**src/serpo_consts.svh**
```systemverilog
// constants for the serial-in parallel-out shifter
`ifndef SERPO_CONSTS_SVH
`define SERPO_CONSTS_SVH

// number of stages in the shift and storage registers
`define SERPO_WIDTH        8
// index of the first shift stage (fed by the serial input)
`define SERPO_FIRST_STAGE  0
// content loaded by i_reset; stands in for an undefined power-up state
`define SERPO_POWERUP_VAL  8'hA5
// level of the edge history after reset; high blocks a false first edge
`define SERPO_EDGE_INIT    1'h1
// clock period in ns (50 MHz)
`define SERPO_CLK_PERIOD_NS 20

`endif

```
**src/serpo_pkg.sv**
```systemverilog
// types shared by the serial-in parallel-out shifter
package serpo_pkg;

  // controller-side input pins, all but output_enable_n sampled on i_clk
  typedef struct packed {
    logic serial_data_in;
    logic shift_clock;
    logic shift_clear_n;
    logic storage_clock;
    logic output_enable_n;
  } serpo_ctrl_t;

endpackage : serpo_pkg

```
**src/serpo_edge_detect.sv**
```systemverilog
// rising-edge detector for a sampled clock-like input
`timescale 1ns/1ps
`default_nettype none
`include "serpo_consts.svh"

module serpo_edge_detect (
  // clock and reset
  input  wire logic i_clk,
  input  wire logic i_reset,
  // sampled level and its rising edge
  input  wire logic i_level,
  output logic      o_rise
);

  logic prev;
  logic next_prev;

  always_comb begin
    next_prev = i_level;
  end

  always_ff @(posedge i_clk) begin
    if (i_reset) begin
      prev <= `SERPO_EDGE_INIT;
    end else begin
      prev <= next_prev;
    end
  end

  // one-cycle pulse on a low-to-high change only
  assign o_rise = i_level & ~prev;

endmodule : serpo_edge_detect

`default_nettype wire

```
**src/serpo_shifter.sv**
```systemverilog
// 8-bit serial-in shift register with storage register and 3-state outputs
`timescale 1ns/1ps
`default_nettype none
`include "serpo_consts.svh"

module serpo_shifter #(
  parameter int                 WIDTH       = `SERPO_WIDTH,
  parameter logic [WIDTH-1:0]   POWERUP_VAL = `SERPO_POWERUP_VAL
) (
  // clock and reset
  input  wire logic               i_clk,
  input  wire logic               i_reset,
  // controller pins
  input  wire serpo_pkg::serpo_ctrl_t i_ctrl,
  // parallel 3-state outputs
  output logic [WIDTH-1:0]        o_parallel_out,
  output logic [WIDTH-1:0]        o_parallel_oe,
  // cascade output
  output logic                    o_serial_out
);

  import serpo_pkg::*;

  logic [WIDTH-1:0] shift_stages;
  logic [WIDTH-1:0] storage;
  logic [WIDTH-1:0] next_shift_stages;
  logic [WIDTH-1:0] next_storage;
  logic             shift_edge;
  logic             store_edge;

  // rising edges of the two controller clocks
  serpo_edge_detect u_shift_edge (
    .i_clk   (i_clk),
    .i_reset (i_reset),
    .i_level (i_ctrl.shift_clock),
    .o_rise  (shift_edge)
  );

  serpo_edge_detect u_store_edge (
    .i_clk   (i_clk),
    .i_reset (i_reset),
    .i_level (i_ctrl.storage_clock),
    .o_rise  (store_edge)
  );

  // shift register next state
  always_comb begin
    next_shift_stages = shift_stages;
    if (!i_ctrl.shift_clear_n) begin
      next_shift_stages = '0;
    end else if (shift_edge) begin
      next_shift_stages = {shift_stages[WIDTH-2:0],
                           i_ctrl.serial_data_in};
    end
  end

  // storage next state; reads the pre-shift stages so a shared edge
  // captures old data
  always_comb begin
    next_storage = storage;
    if (store_edge) begin
      if (i_ctrl.shift_clear_n) begin
        next_storage = shift_stages;
      end else begin
        // a clear in progress reads as all zero stages
        next_storage = '0;
      end
    end
  end

  // reset loads an arbitrary pattern: contents are undefined until the
  // controller clears and stores
  always_ff @(posedge i_clk) begin
    if (i_reset) begin
      shift_stages <= POWERUP_VAL;
      storage      <= POWERUP_VAL;
    end else begin
      shift_stages <= next_shift_stages;
      storage      <= next_storage;
    end
  end

  // outputs: data from storage flops, enable straight from the pin
  assign o_parallel_out = storage;
  assign o_parallel_oe  = {WIDTH{~i_ctrl.output_enable_n}};
  assign o_serial_out   = shift_stages[WIDTH-1];

  // helper history for the checks below
  logic [WIDTH-1:0] shift_hist;
  logic [WIDTH-1:0] store_hist;
  logic             sdi_hist;

  always_ff @(posedge i_clk) begin
    shift_hist <= shift_stages;
    store_hist <= storage;
    sdi_hist   <= i_ctrl.serial_data_in;
  end

  outputs_released_a: assert property (
    @(posedge i_clk) disable iff (i_reset)
    i_ctrl.output_enable_n |-> (o_parallel_oe == '0))
    else $error("parallel outputs driven while disabled");

  outputs_driven_a: assert property (
    @(posedge i_clk) disable iff (i_reset)
    !i_ctrl.output_enable_n |->
      (o_parallel_oe == {WIDTH{1'b1}}) && (o_parallel_out == storage))
    else $error("parallel outputs not driven from storage");

  clear_zeroes_a: assert property (
    @(posedge i_clk) disable iff (i_reset)
    !i_ctrl.shift_clear_n |=> (shift_stages == '0))
    else $error("shift stages not zero after clear");

  clear_keeps_store_a: assert property (
    @(posedge i_clk) disable iff (i_reset)
    (!i_ctrl.shift_clear_n && !store_edge) |=> $stable(storage))
    else $error("clear disturbed the storage register");

  held_clear_a: assert property (
    @(posedge i_clk) disable iff (i_reset)
    (!i_ctrl.shift_clear_n) [*3] |-> ##1 (o_serial_out == 1'b0))
    else $error("cascade output not low during held clear");

  shift_step_a: assert property (
    @(posedge i_clk) disable iff (i_reset)
    (shift_edge && i_ctrl.shift_clear_n) |=>
      (shift_stages == {shift_hist[WIDTH-2:0], sdi_hist}))
    else $error("shift did not move one stage");

  shift_hold_a: assert property (
    @(posedge i_clk) disable iff (i_reset)
    (!shift_edge && i_ctrl.shift_clear_n) |=> $stable(shift_stages))
    else $error("shift stages changed without an edge");

  store_copy_a: assert property (
    @(posedge i_clk) disable iff (i_reset)
    (store_edge && i_ctrl.shift_clear_n) |=> (storage == shift_hist))
    else $error("storage did not copy the shift stages");

  store_hold_a: assert property (
    @(posedge i_clk) disable iff (i_reset)
    !store_edge |=> (storage == store_hist))
    else $error("storage changed without a storage edge");

  shared_edge_a: assert property (
    @(posedge i_clk) disable iff (i_reset)
    (store_edge && shift_edge && i_ctrl.shift_clear_n) |=>
      (storage[WIDTH-2:0] == shift_stages[WIDTH-1:1]))
    else $error("shared edge stored post-shift data");

  rising_only_a: assert property (
    @(posedge i_clk) disable iff (i_reset)
    (shift_edge |-> i_ctrl.shift_clock) and
    (store_edge |-> i_ctrl.storage_clock))
    else $error("edge detected on a low clock level");

  no_refire_a: assert property (
    @(posedge i_clk) disable iff (i_reset)
    shift_edge |=> !shift_edge)
    else $error("one clock rise counted twice");

  cascade_a: assert property (
    @(posedge i_clk) disable iff (i_reset)
    (shift_edge && i_ctrl.shift_clear_n) |=>
      (o_serial_out == shift_hist[WIDTH-2]))
    else $error("cascade output not fed from previous stage");

  cascade_ungated_a: assert property (
    @(posedge i_clk) disable iff (i_reset)
    i_ctrl.output_enable_n |-> (o_serial_out == shift_stages[WIDTH-1]))
    else $error("cascade output gated by output enable");

  // a bit shifted in, then stored three cycles later, shows on output zero
  first_stage_a: assert property (
    @(posedge i_clk) disable iff (i_reset)
    (shift_edge && i_ctrl.shift_clear_n) ##1
      (!shift_edge && !store_edge && i_ctrl.shift_clear_n) [*2] ##1
      (store_edge && !shift_edge && i_ctrl.shift_clear_n) |=>
      (o_parallel_out[`SERPO_FIRST_STAGE] == $past(sdi_hist, 3)))
    else $error("first stage not on parallel output zero");

  shift_rise_a: assert property (
    @(posedge i_clk) disable iff (i_reset)
    shift_edge |-> !$past(i_ctrl.shift_clock))
    else $error("shift edge without a low clock sample before");

  store_rise_a: assert property (
    @(posedge i_clk) disable iff (i_reset)
    store_edge |-> !$past(i_ctrl.storage_clock))
    else $error("storage edge without a low clock sample before");

  // a clear in progress reads as all zero stages
  store_clear_zero_a: assert property (
    @(posedge i_clk) disable iff (i_reset)
    (store_edge && !i_ctrl.shift_clear_n) |=> (storage == '0))
    else $error("store during clear did not load zero");

  clear_beats_shift_a: assert property (
    @(posedge i_clk) disable iff (i_reset)
    (shift_edge && !i_ctrl.shift_clear_n) |=> (o_serial_out == 1'b0))
    else $error("shift edge acted during clear");

  clear_keeps_oe_a: assert property (
    @(posedge i_clk) disable iff (i_reset)
    !i_ctrl.shift_clear_n |->
      (o_parallel_oe == {WIDTH{~i_ctrl.output_enable_n}}))
    else $error("clear disturbed the output enable");

endmodule : serpo_shifter

`default_nettype wire

```
**config.mk**
```make
export PLATFORM = sky130hd
export DESIGN_NAME = serpo_shifter
export DESIGN_NICKNAME = d
export VERILOG_FILES = /design/src/serpo_pkg.sv /design/src/serpo_edge_detect.sv /design/src/serpo_shifter.sv
export VERILOG_INCLUDE_DIRS = /design/src
export SDC_FILE = /design/constraint.sdc
export NUM_CORES = 1
export LEC_CHECK = 0
export BUFFER_PORTS_ARGS = -buffer_cell sky130_fd_sc_hd__buf_2
export CAP_MARGIN = 5
export CORE_UTILIZATION = 42
export DETAILED_ROUTE_END_ITERATION = 10
export PLACE_DENSITY = 0.76
export SKIP_CTS_REPAIR_TIMING = 1
export SYNTH_ARGS = -nofsm -noshare
export SYNTH_HDL_FRONTEND = slang
export SYNTH_SLANG_ARGS = --single-unit
export TNS_END_PERCENT = 50
```
**constraint.sdc**
```tcl
create_clock -name i_clk -period 1.05 [get_ports i_clk]
set_input_delay 0.21 -clock i_clk [delete_from_list [all_inputs] [get_ports i_clk]]
set_output_delay 0.21 -clock i_clk [all_outputs]
set_load 0.01 [all_outputs]
```
[Word level (Yosys, flattened, before mapping)]
Cells that the tools add are included.
W data, S select, Z words.
Word-level totals
  register bits: 18
  output and inout port bits: 17
  input bits: 7
Operators by class
  multiplexer cells: 3
  reductions and logical operators: 1
  equal/unequal tests: 1
  bitwise logic cells: 6
Operator list (count)
  $mux W8: 3
  $not A1 Y1: 4
  $and A1 B1 Y1: 2
  $ne A2 B1 Y1 const B: 1
  $reduce_or A2 Y1: 1

[Logic depth before layout (Yosys ltp)]
  depth after elaboration: 4
  gate-level depth with buffers: 4
  mapped depth without buffers: 3

[Modules after synthesis]
Synthesis repeated with hierarchy kept, for this count alone.
Unflattened totals
  cell total of the unflattened synthesis: 71
  area, all modules: 748.2 µm²
By module, submodules not included
  serpo_shifter: area an instance 683.2 µm², cells each 65, instances 1
  serpo_edge_detect: area an instance 32.5 µm², cells each 3, instances 2

[Least setup slack after synthesis]
OpenSTA, ideal clock, no wires.
  path kind: flip-flop to flip-flop
  start point: reg u_shift_edge.prev
  end point: reg shift_stages[0]
  cell stages (with the launch flop): 5
  data arrival time: 900 ps
  path buffers: 1
  setup slack: 27 ps
  data required time: 928 ps
  cell sequence: dfxtp_1 -> nor2b_4 -> buf_6 -> nor2_1 -> a311o_1
On the way
  word-level cells in the longest chain between the ends: 3
RTL lines
  start: declaration: line serpo_edge_detect.sv:15  | logic prev;
  start signal: assignment: line serpo_edge_detect.sv:24  | prev <= `SERPO_EDGE_INIT;
  start signal: assignment: line serpo_edge_detect.sv:26  | prev <= next_prev;
  $not A1 Y1: line serpo_edge_detect.sv:31  | assign o_rise = i_level & ~prev;
  $and A1 B1 Y1: line serpo_edge_detect.sv:31
  $ne A2 B1 Y1 (no line)
  end signal: assignment: line serpo_shifter.sv:78  | shift_stages <= next_shift_stages;
  end: declaration: line serpo_shifter.sv:24  | logic [WIDTH-1:0] shift_stages;
Every way passes these cells.
A chain may end at the register's enable or synchronous reset.

[Worst setup path after layout]
  start point: reg u_shift_edge.prev
  end point: reg shift_stages[5]
The elaborated chain is that of the path after synthesis.

==> flow_summary.toml <==
[synthesis]
yosysWarnings = 0
ys_top_cells_by_area = "dfxtp_1 50%, buf_4 8.3%, nor2_1 5.7%"
syn-num-nets = 83
synth-seq-area-share_pct = 49.7
netlist_instances = 76
netlist.area_leader.share_pct = 49.7
syn_area_um2 = 724
synth_cell_types = 19
synth_top_area_cell = "dfxtp_1"
ys_ff_latch = 18
syn_avg_cell_area_um2 = 9.53

[critical_path]
r2r-start = "u_shift_edge.prev"
reg2reg_to = "shift_stages[5]"
worstSetupPathType = "reg -> reg"
required_ns = 1.23
startpoint = "u_shift_edge.prev"
ff2ff_setup_slack_ns = -0.00001
cp-start-kind = "flop"
crit_arrival_ns = 1.23
crit_end = "shift_stages[5]"
cp-end-kind = "flop"
rr_worst_depth = 3
cp_max_fo = 5

[routing]
vias = 585
initialDrtViolationCount = 16
dr.pass1.iters = 7
routedWlPerCell_um = 11.1
ant_nets = 0
wirelength_um = 1240
drc = 7
routed_via_density = 5.22

[layout]
nets = 105
nFillCells = 138
n_antenna_cell = 0
final_util_pct = 54.7
stdcell_area_um2 = 853
stdcell_count = 112
drive_above_1_share_pct = 40.6
area_delta_synth_final_pct = 17.8

[die]
io_pins = 24
die_h_um = 43.5
rows = 14
core_area_um2 = 1560
start_util_pct = 46.5
design.die.area_um2 = 1890
die_x_um = 43.5

[place]
gp_congestion = 0.695
port_buffers = 23
dp_slack_ns = -0.0955
dpl_cell_area_um2 = 810
dp.cells = 108
dpl.hpwl_um = 871

[sta]
setup-tns-final_ns = -0.0000150
slew_headroom_pct = 80.9
setup_violations = 1
timing.final.crit_period_ns = 1.05
fmax_mhz = 952
slew_viol_final = 0
tightestPinTransition_ns = 0.285
timing.hold.ws_ns = 0.146
fin_crit_sh_pct = 100
rsz0062_at_grt = "yes"
skew_ns = 0.00281
hold_violations = 0
fin_ws_ns = -0.0000150

[clocking]
clk_pin_slew_ns = 0.09
clock_sinks = 18
insertion_delay_ns = 0.28
h-tree-depth = 1
cts_buffers = 3
cts_buffer_depth = 2
cts_tree = "done"
root_buffer = "clkbuf_4"

[global_route]
grt_first_pass_wirelength_um = 1970
grt_pass1_vias = 495
grt_max_degree = 16
grt_usage_pct = 14.0
antenna_found_initial = 0
gr-total-overflow = 0

[job]
drv_cap = 0

[power_and_ir_drop]
vdd_drop_max_uv = 657
finalPower_mw = 1.19
p_per_area_nw_per_um2 = 1400
p_leak_nw = 0.373

[min_path]
hold_path.class = "in -> reg"
hold_start = "i_ctrl[3]"

[outcome]
violations = "DRC, setup timing"
status = "finished, violations left"
-- cell usage in the layout (no fill, tap or decap), types with 2 or more instances in the layout --
| cell type | instances |
|---|---|
| a211o_1 | 4 |
| a21oi_1 | 4 |
| a311o_1 | 2 |
| a311o_2 | 2 |
| buf_2 | 23 |
| buf_4 | 3 |
| clkbuf_4 | 3 |
| dfxtp_1 | 17 |
| mux2i_1 | 4 |
| nand2_1 | 8 |
| nand3_1 | 4 |
| nor2_1 | 11 |
| or2_2 | 2 |
-- cell type report --
| type | instances | area [um^2] | area share (%) |
|---|---|---|---|
| clock buffers | 3 | 22.5 | 2.64 |
| inverters | 1 | 3.75 | 0.440 |
| multi-input cells | 47 | 297 | 34.8 |
| flip-flops and latches | 18 | 362 | 42.4 |
| well taps | 16 | 20.0 | 2.35 |
| repair buffers | 27 | 149 | 17.4 |
-- metal layers --
| layer | track usage (%) | part of all wire, % | wire length (um) | up-vias |
|---|---|---|---|---|
| met1 | 16.8 | 46 | 567 | 266 |
| li1 | - | - | - | 293 |
| met5 | 0 | 0 | 0 | - |
| met2 | 22.7 | 45 | 555 | 26 |
| met3 | 7.50 | 9.3 | 115 | 0 |
| met4 | 1.88 | 0 | 0 | 0 |
-- worst max-delay path: stages, from the launching register on --
cell,delay [ns]
dfxtp_2,0.35
nor2b_4,0.18
nor2_1,0.07
a311o_2,0.34
-- sequential cells by signal, indices dropped and copies added (netlist names) --
signal             cells
o_parallel_out         8
shift_stages           8
u_shift_edge.prev      1
u_store_edge.prev      1
-- worst min-delay path by stage --
| stage | cells past startpoint | slack (ns) | end |
|---|---|---|---|
| final | 2 | 0.15 | u_shift_edge.prev |
| after global routing | 2 | 0.12 | u_shift_edge.prev |
| after CTS | 2 | 0.11 | u_shift_edge.prev |
| after detailed placement | 2 | 0.42 | u_shift_edge.prev |
| after global placement | 2 | 0.41 | u_shift_edge.prev |
| after floorplan | 1 | 0.31 | shift_stages[2] |
-- power breakdown --
part           switching (mW)  leakage [nW]  internal, mW
logic                  0.0775         0.212        0.0712
clock network           0.188        0.0138         0.133
registers              0.0145         0.148         0.709
total                   0.280         0.373         0.914
-- synth_stat cells --
cell,instances
a211o_1,4
a21oi_1,4
a311o_1,2
a311o_2,2
buf_2,1
buf_4,8
buf_6,1
clkbuf_1,1
dfxtp_1,18
inv_1,1
mux2i_1,4
nand2_1,8
nand2b_1,2
nand3_1,4
nor2_1,11
nor2_2,1
nor2b_1,1
nor2b_4,1
or2_2,2
-- logic make-up after synthesis --
kind of cell | synth area share (%)
buffers and inverters | 11.6
AO/OA/AOI/OAI | 13.5
flip-flops | 49.7
multiplexers | 5.53
AND/OR/NAND/NOR | 19.7
(Power assumes the default switching activity.)
